===== config.mk =====
export PLATFORM = sky130hd
export DESIGN_NAME = cmc_mode_ctrl
export DESIGN_NICKNAME = d
export VERILOG_FILES = /design/src/inc/cmc_pkg.sv /design/src/inc/cmc_tq_if.sv /design/src/verilog/cmc_mode_ctrl.sv /design/src/verilog/cmc_quantum_div.sv /design/src/verilog/cmc_wake_filter.sv
export SDC_FILE = /design/constraint.sdc
export NUM_CORES = 1
export LEC_CHECK = 0
export BUFFER_PORTS_ARGS = -buffer_cell sky130_fd_sc_hd__buf_4
export CAP_MARGIN = 25
export CORE_MARGIN = 2
export CORE_UTILIZATION = 52
export CTS_BUF_LIST = sky130_fd_sc_hd__clkbuf_16
export CTS_CLUSTER_SIZE = 12
export DETAILED_ROUTE_END_ITERATION = 7
export GPL_TIMING_DRIVEN = 0
export PLACE_DENSITY = 0.81
export SLEW_MARGIN = 40
export SYNTH_ARGS = -nofsm -noshare
export SYNTH_HDL_FRONTEND = slang
export SYNTH_HIERARCHICAL = 1
export SYNTH_SLANG_ARGS = --single-unit
export TNS_END_PERCENT = 1

===== constraint.sdc =====
create_clock -name clk_sys -period 2.9 [get_ports clk_sys]
set_clock_uncertainty 0.05 [all_clocks]
set_input_delay 0.145 -clock clk_sys [delete_from_list [all_inputs] [get_ports clk_sys]]
set_output_delay 0.145 -clock clk_sys [all_outputs]
set_load 0.02 [all_outputs]

===== src/inc/cmc_pkg.sv =====
// Purpose: constants and types for the can mode control and bit timing block
// Assumes: 50 MHz system clock, APB register access with 32-bit words
// Notes: register offsets are byte addresses
//
// Summary of operation
// - enable bit low stops quantum clock, bus sync and engine run
// - enable writable once, or always in special
// - control one written only in init mode
// - clock select: oscillator or bus clock
// - loopback feeds transmit stream into receiver
// - listen-only receives but sends no ack/error
// - listen-only freezes both error counters
// - listen-only never starts a transmission
// - bus-off recovery automatic or on request
// - wake on any dominant or filtered pulse
// - sleep ack set on sleep entry
// - bus activity in sleep clears sleep ack
// - clearing sleep request clears sleep ack
// - init ack reports initialization mode entry
// - config registers writable only in init mode
// - bit timing zero read anytime, init write
// - jump width is field plus one quanta
// - prescaler divides by field plus one
// - init request aborts, drops sync, then acks
// - sleep taken only when bus idle
// - resync after eleven recessive bits
package cmc_pkg;

  // ----------------------------------------------------------------
  // register map
  // ----------------------------------------------------------------
  localparam logic [7:0] CMC_OFS_CTL0 = 8'h00;
  localparam logic [7:0] CMC_OFS_CTL1 = 8'h04;
  localparam logic [7:0] CMC_OFS_BTR0 = 8'h08;
  localparam logic [7:0] CMC_OFS_STAT = 8'h0c;

  // control zero fields
  localparam int CMC_C0_INIT_REQ = 0;
  localparam int CMC_C0_SLEEP_REQ = 1;
  localparam int CMC_C0_WAKE_EN = 2;
  localparam int CMC_C0_RECOVER = 3;

  // control one fields
  localparam int CMC_C1_ENABLE = 7;
  localparam int CMC_C1_CLK_SEL = 6;
  localparam int CMC_C1_LOOPBACK = 5;
  localparam int CMC_C1_LISTEN = 4;
  localparam int CMC_C1_BUSOFF_SEL = 3;
  localparam int CMC_C1_WAKE_FILT = 2;
  localparam int CMC_C1_SLEEP_ACK = 1;
  localparam int CMC_C1_INIT_ACK = 0;

  // status fields
  localparam int CMC_ST_SYNCED = 0;
  localparam int CMC_ST_BUS_OFF = 1;
  localparam int CMC_ST_ENABLE_LOCK = 2;

  // reset values
  localparam logic [7:0] CMC_RST_CTL1 = 8'h00;
  localparam logic [7:0] CMC_RST_BTR0 = 8'h00;
  localparam logic CMC_RST_INIT_REQ = 1'b1;

  // ----------------------------------------------------------------
  // timing
  // ----------------------------------------------------------------
  localparam int CMC_CLK_NS = 20;
  localparam int CMC_WAKE_FILTER_NS = 2000;
  localparam int CMC_WAKE_CYC = (CMC_WAKE_FILTER_NS + CMC_CLK_NS - 1)
                                / CMC_CLK_NS;
  localparam logic [7:0] CMC_WAKE_CNT = 8'(CMC_WAKE_CYC);
  localparam logic [3:0] CMC_IDLE_BITS = 4'hb;

  typedef enum logic [1:0] {
    CMC_RUN   = 2'b00,
    CMC_ABORT = 2'b01,
    CMC_INIT  = 2'b10,
    CMC_SYNC  = 2'b11
  } cmc_mode_t;

endpackage


===== src/inc/cmc_tq_if.sv =====
// Purpose: carries the time-quantum prescaler settings and tick
// Assumes: single clock domain
// Notes: ctrl side is the main module, gen side the divider
`timescale 1ns/1ps
`default_nettype none
interface cmc_tq_if;
  logic run;
  logic proto_en;
  logic [5:0] prescale;
  logic tq_tick;
  modport ctrl (output run, output proto_en, output prescale,
                input tq_tick);
  modport gen (input run, input proto_en, input prescale,
               output tq_tick);
endinterface
`default_nettype wire


===== src/verilog/cmc_mode_ctrl.sv =====
// Purpose: mode control, sleep/init handshakes and quantum clock of a
//          can controller, with APB register access
// Assumes: protocol engine on clk_sys drives tx_bit, sample_tick and
//          status; osc_en is a one-cycle pulse at the oscillator rate
// Notes: APB answers with no wait states, read data is registered
//
// Register access over APB and the register addresses were left to the implementer.
`timescale 1ns/1ps
`default_nettype none
module cmc_mode_ctrl (
  // clock and reset
  input wire logic clk_sys,
  input wire logic rst_n,
  // apb slave
  input wire logic psel,
  input wire logic penable,
  input wire logic pwrite,
  input wire logic [7:0] paddr,
  input wire logic [31:0] pwdata,
  output logic [31:0] prdata,
  output logic pready,
  output logic pslverr,
  // pins
  input wire logic can_rx,
  output logic can_tx,
  input wire logic special_mode,
  // protocol clock source
  input wire logic osc_en,
  // protocol engine status
  input wire logic tx_bit,
  input wire logic sample_tick,
  input wire logic rx_busy,
  input wire logic tx_empty,
  input wire logic bus_off,
  // protocol engine control
  output logic engine_run,
  output logic rx_bit,
  output logic abort,
  output logic bus_synced,
  output logic tq_tick,
  output logic [2:0] jump_width,
  output logic suppress_ack_err,
  output logic err_cnt_freeze,
  output logic tx_start_ok,
  output logic auto_recover,
  output logic recover_req
);
  import cmc_pkg::*;

  // ----------------------------------------------------------------
  // pin synchronisers
  // ----------------------------------------------------------------
  logic rx_meta_q, rx_sync_q, sm_meta_q, sm_sync_q;

  always_ff @(posedge clk_sys or negedge rst_n) begin
    if (!rst_n) begin
      rx_meta_q <= 1'b1;
      rx_sync_q <= 1'b1;
      sm_meta_q <= 1'b0;
      sm_sync_q <= 1'b0;
    end else begin
      rx_meta_q <= can_rx;
      rx_sync_q <= rx_meta_q;
      sm_meta_q <= special_mode;
      sm_sync_q <= sm_meta_q;
    end
  end

  // ----------------------------------------------------------------
  // register state
  // ----------------------------------------------------------------
  logic init_req_q, sleep_req_q, wake_en_q, sleep_ack_q;
  logic [7:2] ctl1_q;
  logic [7:0] btr0_q;
  logic enable_lock_q;
  cmc_mode_t mode_q;
  logic [3:0] idle_cnt_q;
  logic synced_q;
  logic recover_q;
  logic [31:0] rdata_q;
  logic wake;

  function automatic logic hit(input logic [7:0] a, input logic [7:0] o);
    hit = (a == o);
  endfunction

  logic wr_acc, rd_setup, init_mode, sleep_mode, mapped;
  logic init_ack;
  assign wr_acc = psel && penable && pwrite;
  assign rd_setup = psel && !penable && !pwrite;
  assign init_ack = (mode_q == CMC_INIT);
  assign init_mode = init_req_q && init_ack;
  assign sleep_mode = sleep_req_q && sleep_ack_q;
  assign mapped = hit(paddr, CMC_OFS_CTL0) || hit(paddr, CMC_OFS_CTL1) ||
                  hit(paddr, CMC_OFS_BTR0) || hit(paddr, CMC_OFS_STAT);

  // ----------------------------------------------------------------
  // control zero: requests and wake enable
  // ----------------------------------------------------------------
  logic wr_c0;
  assign wr_c0 = wr_acc && hit(paddr, CMC_OFS_CTL0);

  always_ff @(posedge clk_sys or negedge rst_n) begin
    if (!rst_n) begin
      init_req_q <= CMC_RST_INIT_REQ;
    end else if (wr_c0) begin
      // a request cannot be withdrawn before it is acknowledged
      if (pwdata[CMC_C0_INIT_REQ] || init_ack) begin
        init_req_q <= pwdata[CMC_C0_INIT_REQ];
      end
    end
  end

  always_ff @(posedge clk_sys or negedge rst_n) begin
    if (!rst_n) begin
      wake_en_q <= 1'b0;
    end else if (wr_c0) begin
      wake_en_q <= pwdata[CMC_C0_WAKE_EN];
    end
  end

  // software set wins over a wake clearing in the same cycle
  always_ff @(posedge clk_sys or negedge rst_n) begin
    if (!rst_n) begin
      sleep_req_q <= 1'b0;
    end else if (wr_c0 && pwdata[CMC_C0_SLEEP_REQ]) begin
      sleep_req_q <= 1'b1;
    end else if (wr_c0 && sleep_ack_q) begin
      sleep_req_q <= 1'b0;
    end else if (wake) begin
      sleep_req_q <= 1'b0;
    end
  end

  // ----------------------------------------------------------------
  // sleep handshake
  // ----------------------------------------------------------------
  always_ff @(posedge clk_sys or negedge rst_n) begin
    if (!rst_n) begin
      sleep_ack_q <= 1'b0;
    end else if (!sleep_req_q) begin
      sleep_ack_q <= 1'b0;
    end else if (wr_c0 && sleep_ack_q && !pwdata[CMC_C0_SLEEP_REQ]) begin
      sleep_ack_q <= 1'b0;
    end else if (wake) begin
      sleep_ack_q <= 1'b0;
    end else if (!rx_busy && tx_empty) begin
      sleep_ack_q <= 1'b1;
    end
  end

  cmc_wake_filter u_wake (
    .clk_sys(clk_sys),
    .rst_n(rst_n),
    .armed(sleep_mode && wake_en_q),
    .filtered(ctl1_q[CMC_C1_WAKE_FILT]),
    .rx_dom(!rx_sync_q),
    .wake(wake)
  );

  // ----------------------------------------------------------------
  // control one and bit timing zero
  // ----------------------------------------------------------------
  logic wr_c1, wr_b0, enable_ok;
  assign wr_c1 = wr_acc && hit(paddr, CMC_OFS_CTL1) && init_mode;
  assign wr_b0 = wr_acc && hit(paddr, CMC_OFS_BTR0) && init_mode;
  assign enable_ok = sm_sync_q || !enable_lock_q;

  always_ff @(posedge clk_sys or negedge rst_n) begin
    if (!rst_n) begin
      ctl1_q[6:2] <= CMC_RST_CTL1[6:2];
    end else if (wr_c1) begin
      ctl1_q[6:2] <= pwdata[6:2];
    end
  end

  always_ff @(posedge clk_sys or negedge rst_n) begin
    if (!rst_n) begin
      ctl1_q[CMC_C1_ENABLE] <= CMC_RST_CTL1[CMC_C1_ENABLE];
      enable_lock_q <= 1'b0;
    end else if (wr_c1 && enable_ok) begin
      ctl1_q[CMC_C1_ENABLE] <= pwdata[CMC_C1_ENABLE];
      enable_lock_q <= 1'b1;
    end
  end

  always_ff @(posedge clk_sys or negedge rst_n) begin
    if (!rst_n) begin
      btr0_q <= CMC_RST_BTR0;
    end else if (wr_b0) begin
      btr0_q <= pwdata[7:0];
    end
  end

  // ----------------------------------------------------------------
  // initialization and resynchronisation sequence
  // ----------------------------------------------------------------
  logic module_on;
  assign module_on = ctl1_q[CMC_C1_ENABLE];

  always_ff @(posedge clk_sys or negedge rst_n) begin
    if (!rst_n) begin
      mode_q <= CMC_INIT;
    end else begin
      unique case (mode_q)
        CMC_RUN, CMC_SYNC: begin
          if (init_req_q) begin
            mode_q <= CMC_ABORT;
          end else if (mode_q == CMC_SYNC && synced_q) begin
            mode_q <= CMC_RUN;
          end
        end
        CMC_ABORT: begin
          mode_q <= CMC_INIT;
        end
        CMC_INIT: begin
          if (!init_req_q) begin
            mode_q <= CMC_SYNC;
          end
        end
      endcase
    end
  end

  // count recessive samples; a dominant one restarts the count
  always_ff @(posedge clk_sys or negedge rst_n) begin
    if (!rst_n) begin
      idle_cnt_q <= 4'h0;
      synced_q <= 1'b0;
    end else if (mode_q != CMC_SYNC && mode_q != CMC_RUN) begin
      idle_cnt_q <= 4'h0;
      synced_q <= 1'b0;
    end else if (mode_q == CMC_SYNC && sample_tick && module_on) begin
      if (!rx_bit) begin
        idle_cnt_q <= 4'h0;
      end else if (idle_cnt_q + 4'h1 >= CMC_IDLE_BITS && !bus_off) begin
        synced_q <= 1'b1;
      end else if (idle_cnt_q != CMC_IDLE_BITS) begin
        idle_cnt_q <= idle_cnt_q + 4'h1;
      end
    end
  end

  // ----------------------------------------------------------------
  // bus-off recovery request
  // ----------------------------------------------------------------
  always_ff @(posedge clk_sys or negedge rst_n) begin
    if (!rst_n) begin
      recover_q <= 1'b0;
    end else begin
      recover_q <= wr_c0 && pwdata[CMC_C0_RECOVER] && bus_off &&
                   ctl1_q[CMC_C1_BUSOFF_SEL];
    end
  end

  // ----------------------------------------------------------------
  // quantum clock
  // ----------------------------------------------------------------
  cmc_tq_if tq_link ();

  assign tq_link.run = module_on;
  assign tq_link.proto_en = ctl1_q[CMC_C1_CLK_SEL] ? 1'b1 : osc_en;
  assign tq_link.prescale = btr0_q[5:0];

  cmc_quantum_div u_div (
    .clk_sys(clk_sys),
    .rst_n(rst_n),
    .tq(tq_link)
  );

  // ----------------------------------------------------------------
  // apb read path
  // ----------------------------------------------------------------
  logic [31:0] rd_mux;
  always_comb begin
    rd_mux = 32'h0000_0000;
    if (hit(paddr, CMC_OFS_CTL0)) begin
      rd_mux[CMC_C0_INIT_REQ] = init_req_q;
      rd_mux[CMC_C0_SLEEP_REQ] = sleep_req_q;
      rd_mux[CMC_C0_WAKE_EN] = wake_en_q;
    end else if (hit(paddr, CMC_OFS_CTL1)) begin
      rd_mux[7:2] = ctl1_q;
      rd_mux[CMC_C1_SLEEP_ACK] = sleep_ack_q;
      rd_mux[CMC_C1_INIT_ACK] = init_ack;
    end else if (hit(paddr, CMC_OFS_BTR0)) begin
      rd_mux[7:0] = btr0_q;
    end else if (hit(paddr, CMC_OFS_STAT)) begin
      rd_mux[CMC_ST_SYNCED] = synced_q;
      rd_mux[CMC_ST_BUS_OFF] = bus_off;
      rd_mux[CMC_ST_ENABLE_LOCK] = enable_lock_q;
    end
  end

  always_ff @(posedge clk_sys or negedge rst_n) begin
    if (!rst_n) begin
      rdata_q <= 32'h0000_0000;
    end else if (rd_setup) begin
      rdata_q <= rd_mux;
    end
  end

  assign prdata = rdata_q;
  assign pready = 1'b1;
  assign pslverr = psel && penable && !mapped;

  // ----------------------------------------------------------------
  // engine control and pins
  // ----------------------------------------------------------------
  logic listen, run_ok;
  assign listen = ctl1_q[CMC_C1_LISTEN];
  assign run_ok = module_on && mode_q == CMC_RUN && !sleep_mode;

  assign engine_run = run_ok;
  assign abort = (mode_q == CMC_ABORT);
  assign bus_synced = synced_q;
  assign tq_tick = tq_link.tq_tick;
  assign jump_width = {1'b0, btr0_q[7:6]} + 3'h1;
  assign suppress_ack_err = listen;
  assign err_cnt_freeze = listen;
  assign tx_start_ok = run_ok && !listen;
  assign auto_recover = !ctl1_q[CMC_C1_BUSOFF_SEL];
  assign recover_req = recover_q;
  assign rx_bit = ctl1_q[CMC_C1_LOOPBACK] ? tx_bit : rx_sync_q;

  // the pin goes recessive at once on an init request, in loopback,
  // listen-only and sleep, so no protocol violation can reach the bus
  always_ff @(posedge clk_sys or negedge rst_n) begin
    if (!rst_n) begin
      can_tx <= 1'b1;
    end else if (!run_ok || init_req_q || listen ||
                 ctl1_q[CMC_C1_LOOPBACK]) begin
      can_tx <= 1'b1;
    end else begin
      can_tx <= tx_bit;
    end
  end
endmodule
`default_nettype wire


===== src/verilog/cmc_quantum_div.sv =====
// Purpose: divides the protocol clock enable into time-quantum ticks
// Assumes: proto_en is a one-cycle enable on clk_sys
// Notes: counter restarts whenever run is low
`timescale 1ns/1ps
`default_nettype none
module cmc_quantum_div (
  // clock and reset
  input wire logic clk_sys,
  input wire logic rst_n,
  // divider link
  cmc_tq_if.gen tq
);
  import cmc_pkg::*;

  logic [5:0] cnt_q;
  logic tick_q;

  // ----------------------------------------------------------------
  // divide by prescale plus one
  // ----------------------------------------------------------------
  always_ff @(posedge clk_sys or negedge rst_n) begin
    if (!rst_n) begin
      cnt_q <= 6'h00;
      tick_q <= 1'b0;
    end else if (!tq.run) begin
      cnt_q <= 6'h00;
      tick_q <= 1'b0;
    end else begin
      tick_q <= 1'b0;
      if (tq.proto_en) begin
        if (cnt_q >= tq.prescale) begin
          cnt_q <= 6'h00;
          tick_q <= 1'b1;
        end else begin
          cnt_q <= cnt_q + 6'h01;
        end
      end
    end
  end

  assign tq.tq_tick = tick_q;
endmodule
`default_nettype wire


===== src/verilog/cmc_wake_filter.sv =====
// Purpose: wake-up detection on the synchronised receive level
// Assumes: rx_dom is already synchronised, 1 means dominant
// Notes: filtered mode needs an unbroken dominant pulse
`timescale 1ns/1ps
`default_nettype none
module cmc_wake_filter (
  // clock and reset
  input wire logic clk_sys,
  input wire logic rst_n,
  // control
  input wire logic armed,
  input wire logic filtered,
  input wire logic rx_dom,
  // result
  output logic wake
);
  import cmc_pkg::*;

  logic [7:0] cnt_q;

  always_ff @(posedge clk_sys or negedge rst_n) begin
    if (!rst_n) begin
      cnt_q <= 8'h00;
    end else if (!armed || !rx_dom) begin
      cnt_q <= 8'h00;
    end else if (cnt_q != CMC_WAKE_CNT) begin
      cnt_q <= cnt_q + 8'h01;
    end
  end

  // glitches shorter than the filter time never wake the node; a pulse
  // of exactly the filter time wakes in its last cycle
  assign wake = armed && rx_dom &&
                (!filtered || cnt_q >= CMC_WAKE_CNT - 8'h01);
endmodule
`default_nettype wire


# [Word-level counts from Yosys, hierarchy flattened]
# Cells that the tools add are included.
[classes] addsub=4 n_lt_le_gt_ge=3 n_eq_ne=15 mux=37 reduce_logical=68
[ops] op="$logic_and A1 B1 Y1" n=31
[ops] op="$mux W8" n=3
[ops] op="$mux W4" n=5
[ops] op="$mux W6" n=3
[ops] op="$mux W1" n=17
[ops] op="$eq A8 B4 Y1 const B" n=2
[ops] op="$logic_not A1 Y1" n=14
[ops] op="$logic_or A1 B1 Y1" n=10
[ops] op="$mux W5" n=2
[ops] op="$reduce_bool A2 Y1" n=5
[ops] op="$mux W3" n=3
[ops] op="$add A8 B1 Y8 const B" n=1
[ops] op="$eq A8 B3 Y1 const B" n=1
[ops] op="$ge A8 B7 Y1 const B" n=1
[ops] op="$logic_not A8 Y1" n=1
[ops] op="$ne A8 B7 Y1 const B" n=1
[ops] op="$add A6 B1 Y6 const B" n=1
[ops] op="$ge A6 B6 Y1" n=1
[ops] op="$mux W2" n=3
[ops] op="$ne A3 B3 Y1 const B" n=2
[ops] op="$pmux W2 S3" n=1
[ops] op="$reduce_and A3 Y1" n=2
[ops] op="$add A4 B1 Y4 const B" n=1
[ops] op="$eq A2 B2 Y1 const B" n=2
[ops] op="12 further kinds" n=14
[word_totals] register_bits=55 in_bits=53 output_inout_bits=48 word_cells=148

# [Logic depth before layout (Yosys ltp)]
[logic_depth] ltp_word=8 ltp_mapped=7 mapped_depth_nobuf=7

# [Modules after synthesis]
# The synthesis kept the hierarchy.
[by_module_without_submodules] mod="cmc_mode_ctrl" n_inst=1 cells_per_inst=209 area_per_inst_um2=2265.9 seq_area_each_um2=1007.2
[by_module_without_submodules] mod="cmc_quantum_div" n_inst=1 cells_per_inst=58 area_per_inst_um2=556.8 seq_area_each_um2=175.2
[by_module_without_submodules] mod="cmc_wake_filter" n_inst=1 cells_per_inst=52 area_per_inst_um2=488.0 seq_area_each_um2=200.2

# [Worst setup path before layout]
# OpenSTA, ideal clock, no wires.
[synth_path] path_kind="register to register" startpoint="register mode_q[1]" endpoint="register idle_cnt_q[0]" setup_time_ns=0.082 t_arrival_ns=2.052 t_required_ns=2.768 setup_slack_ns=0.716 stages_incl_launch_ff=7 n_path_buf=1 period_less_slack_ns=2.184 path_cell_list="dfstp_2 -> inv_1 -> ha_1 -> clkbuf_1 -> or3_1 -> or3b_2 -> o22ai_1"
[synth_via] elab_chain_len=5 word_cells_on_any_way=11 cone_classes="eq/ne (4); mux (1); reduce/logical (6)"
[synth_rtl] element="start, declared" line_no="cmc_mode_ctrl.sv:76" rtl="cmc_mode_t mode_q;"
[synth_rtl] element="start signal, assigned" line_no="cmc_mode_ctrl.sv:203" rtl="mode_q <= CMC_INIT;"
[synth_rtl] element="start signal, assigned" line_no="cmc_mode_ctrl.sv:208" rtl="mode_q <= CMC_ABORT;"
[synth_rtl] element="start signal, assigned" line_no="cmc_mode_ctrl.sv:210" rtl="mode_q <= CMC_RUN;"
[synth_rtl] element="$eq A2 B2 Y1" line_no="cmc_mode_ctrl.sv:233" rtl="end else if (mode_q == CMC_SYNC && sample_tick && module_on) begin"
[synth_rtl] element="$logic_and A1 B1 Y1 (2 in series)" line_no="cmc_mode_ctrl.sv:233"
[synth_rtl] element="$reduce_bool A2 Y1 (no source line)"
[synth_rtl] element="$reduce_and A3 Y1 (no source line)"
[synth_rtl] element="end signal, assigned" line_no="cmc_mode_ctrl.sv:239" rtl="idle_cnt_q <= idle_cnt_q + 4'h1;"
[synth_rtl] element="end, declared" line_no="cmc_mode_ctrl.sv:77" rtl="logic [3:0] idle_cnt_q;"
# Parallel ways exist; a longest one is shown, timed or not.
# A chain may end at the register's enable or synchronous reset.

# [Worst setup path after layout]
[layout_path] startpoint="register mode_q[0]" endpoint="register ctl1_q, in the netlist module_on"
[layout_via] elab_chain_len=4
[layout_rtl] element="$eq A2 B2 Y1" line_no="cmc_mode_ctrl.sv:91" rtl="assign init_ack = (mode_q == CMC_INIT);"
[layout_rtl] element="$logic_and A1 B1 Y1" line_no="cmc_mode_ctrl.sv:92" rtl="assign init_mode = init_req_q && init_ack;"
[layout_rtl] element="$logic_and A1 B1 Y1" line_no="cmc_mode_ctrl.sv:165" rtl="assign wr_c1 = wr_acc && hit(paddr, CMC_OFS_CTL1) && init_mode;"
[layout_rtl] element="$logic_and A1 B1 Y1" line_no="cmc_mode_ctrl.sv:181" rtl="end else if (wr_c1 && enable_ok) begin"
[layout_rtl] element="end signal, assigned by index" line_no="cmc_mode_ctrl.sv:179" rtl="ctl1_q[CMC_C1_ENABLE] <= CMC_RST_CTL1[CMC_C1_ENABLE];"
[layout_rtl] element="end signal, assigned by index" line_no="cmc_mode_ctrl.sv:182" rtl="ctl1_q[CMC_C1_ENABLE] <= pwdata[CMC_C1_ENABLE];"
[layout_rtl] element="end, declared" line_no="cmc_mode_ctrl.sv:73" rtl="logic [7:2] ctl1_q;"
# Every way passes these cells.

==> results.tsv <==
stage	metric	value	unit
grt	grt_max_degree	56	
critical_path	crit_arrival	2.57	ns
critical_path	worstReg2RegStart	mode_q[0]	
logic_synthesis	yosysSeqAreaShare	0.4176	
logic_synthesis	synth_top_area_share	0.3779	
clock_tree	cts_tree	built	
place	placedCellCount	468	
hold_path	hold_path.class	input pin to register	
flow_run	drv_cap	0	
clock_tree	clockRootBuffer	clkbuf_16	
power_and_ir_drop	internal-power	0.001286	W
power_and_ir_drop	power_density	450.9	nW/um2
logic_synthesis	async_flop_share	1.000	
sta	setup_violations	0	
place	postPlaceCellArea	3867	um2
power_and_ir_drop	p_clk_frac	0.315	
clock_tree	clk_latency	0.29	ns
place	io_buffer_count	49	
logic_synthesis	netlist_instances	319	
detailed_routing	wl_met2	3.490	mm
logic_synthesis	ys_types	67	
place	routabilityCongestion	0.8154	
detailed_routing	avgViaCountPerCell	5.378	
place	hpwl	5.077	mm
final_layout	fin_cells	479	
detailed_routing	wl_met1	2.909	mm
clock_tree	cts_buffers	5	
die	dieWidth	83.79	um
power_and_ir_drop	combPwrFrac	0.225	
die	die_h	83.79	um
logic_synthesis	synth-seq-cells	55	
logic_synthesis	synth_area_leaders	dfrtp_1, ha_1, buf_4, dfstp_2, mux2_4	
critical_path	critPathMaxStageDelay	0.54	ns
final_layout	nets	470	
hold_path	hold-path-endpoint	sleep_req_q	
power_and_ir_drop	peakVddDrop	0.0002727	V
power_and_ir_drop	switching_share	0.2935	
clock_tree	ctsLongestPathBuffers	2	
detailed_routing	routed_wl	6.845	mm
die	core_area	6241	um2
critical_path	r2r-end	module_on	
die	start_util	0.5305	
critical_path	r2r_slack	0.46	ns
sta	max_freq	409.4	MHz
die	die_area	7021	um2
sta	totalNegativeSetupSlack	0	ns
logic_synthesis	ys.flop_type	dfrtp_1	
detailed_routing	wl_met3	321	um
clock_tree	ctsHtreeMaxLevel	2	
detailed_routing	ant_nets	0	
sta	slew_viol_final	0	
die	rows	29	
detailed_routing	wl_per_cell	14.29	um
sta	worst-slew-pin-transition	0.6787	ns
grt	grt_pass1_wl	11.61	mm
final_layout	num_antenna_cells	0	
clock_tree	clk_pin_slew	0.07	ns
final_layout	num-fill-cells	501	
power_and_ir_drop	leakagePower	1.913	nW
clock_tree	cts_sinks	55	
logic_synthesis	syn-cell-area	3311	um2
critical_path	worst-setup-path-type	register to register	
clock_tree	postCtsSetupRepairBufs	0	
sta	min_period_over_period	0.8422	
power_and_ir_drop	switchingPower	0.0005344	W
critical_path	cp_max_fo	7	
detailed_routing	drc	0	
hold_path	min_path_cells	2	
detailed_routing	via_count	2576	
sta	slew_headroom	0.5475	
critical_path	critPathLaunchType	register	
logic_synthesis	ys_warn_count	6	
clock_tree	cts_resized	0	
logic_synthesis	synth.avg_cell_area	10.38	um2
detailed_routing	drt_iter0_markers	124	
hold_path	hold_start	pwdata[1]	
grt	track_usage	0.2035	
sta	period_minus_slack	2.443	ns
grt	grt_pass1_vias	2430	
power_and_ir_drop	pwr-share-seq	0.460	
detailed_routing	routed.top_layer	met4	
grt	grt.overflow.total	0	
die	ios	101	
logic_synthesis	synth-edff-count	0	
logic_synthesis	synth_top_cell_by_area	dfrtp_1	
critical_path	cp_cell_sequence	inv_1 > ha_1 > nand3_1 > or4_2 > clkbuf_1 > a21oi_1 > mux2_2	
critical_path	worst-endpoint-required	3.03	ns
sta	hold_viol	0	
run_status	outcome	finished clean	
final_layout	drive_above_1_share	0.3408	
grt	antenna_found_initial	0	
final_layout	final_area	4038	um2
detailed_routing	drt_first_pass_iters	4	
clock_tree	hold_buffers	3	
sta	rsz0062_at_grt	false	
critical_path	critPathSlowestCell	or4_2	
final_layout	area_growth	21.96	%
critical_path	r2r_cells	7	
critical_path	end_kind	register	
-- power by group through the flow --
stage	logic (W)	registers, W	clock network [W]
finish	0.000410	0.000838	0.000573
global route	0.000454	0.000842	0.000610
CTS	0.000403	0.000837	0.000586
detailed placement	0.000396	0.000851	0
global placement	0.000384	0.000849	0
floorplan	0.000285	0.000843	0
-- how the worst max path moves through the flow --
stage                     startpoint            end  slack, ns  depth (start not counted)
after global routing       mode_q[0]      module_on       0.35                          7
after global placement      paddr[1]      module_on       0.54                          6
after CTS                  mode_q[0]      module_on       0.48                          7
after floorplan            mode_q[1]  idle_cnt_q[0]       0.72                          6
final                      mode_q[0]      module_on       0.46                          7
after detailed placement    paddr[1]      module_on       0.52                          6
-- registers in the layout, indices dropped and copies added (netlist names), 2 cells and up --
register,count
btr0_q,8
ctl1_q,4
idle_cnt_q,4
mode_q,2
prdata,8
u_div/cnt_q,6
u_wake/cnt_q,8
-- cell families (layout without fill, tap and decap cells) --
| family | after synthesis | after routing | share of synthesized area |
|---|---|---|---|
| simple gates | 88 | 88 | 0.1538 |
| flops | 55 | 55 | 0.4176 |
| buf+inv | 64 | 124 | 0.1130 |
| other cells | 2 | 25 | 0.002268 |
| fa+ha+maj | 16 | 16 | 0.06047 |
| compound gates | 70 | 70 | 0.1553 |
| mux | 20 | 20 | 0.08692 |
| xor+xnor | 4 | 4 | 0.01058 |
-- final cells by class --
cell class                      count  area [um2]  area share
Multi-Input combinational cell    223        1647      0.4078
Sequential cell                    55        1383      0.3424
Timing Repair Buffer               52       397.9     0.09854
Buffer                             37       272.8     0.06756
Clock buffer                        5       125.1     0.03099
Inverter                           27       101.3     0.02510
Tap cell                           77       96.34     0.02386
Clock inverter                      3       15.01    0.003719
-- per-stage QoR --
stage | hold slack (ns) | util | power, W | setup slack, ns
after floorplan | -0.2006 | - | 0.001128 | 0.7158
after global placement | 0.1834 | 0.6187 | 0.001233 | 0.5364
after detailed placement | 0.1832 | 0.6197 | 0.001247 | 0.5193
after CTS | 0.02282 | 0.6470 | 0.001826 | 0.4776
after global routing | 0.03371 | 0.6470 | 0.001906 | 0.3516
final | 0.02301 | 0.6470 | 0.001821 | 0.4575
-- per-layer routing --
layer / track usage / vias up
met1: 0.2655 / 1237
met5: 0 / -
met2: 0.3476 / 79
li1: - / 1250
met4: 0.06452 / 0
met3: 0.03264 / 10
-- Yosys cell counts, types with 3 or more instances --
cell and n:
mux2_4 8, nand2_1 24, nor2b_1 5, o21ai_0 8
mux2_2 8, o31ai_1 7, dfstp_2 5, clkbuf_1 3
nand3_1 8, nor2_1 12, nand2b_1 3, a21o_1 4
or3_1 4, a21oi_1 16, ha_1 16, buf_4 26
dfrtp_1 50, nor3_1 3, a22oi_1 5, buf_6 4
a22o_1 3, nand4_1 5, a31o_2 4, xnor2_1 4
mux4_2 3, inv_1 27
-- critical path, delay by kind of cell, from the launching register on --
family	cells	cell delay (ns)
AND/OR/NAND/NOR	2	0.66
flip-flops	1	0.42
buffers and inverters	2	0.38
multiplexers	1	0.34
adder cells (fa/ha/maj)	1	0.29
AO/OA/AOI/OAI	1	0.18
-- cells in the final DEF (no fill, tap or decap), types with 7 or more instances in the layout --
master and instances:
buf_4 75, dfrtp_1 50, inv_1 27, conb_1 25, nand2_1 24, a21oi_1 16
ha_1 16, nor2_1 12, nand3_1 8, mux2_4 8, mux2_2 8, o21ai_0 8
o31ai_1 7
Note: power is estimated with default switching activity, not from simulation.
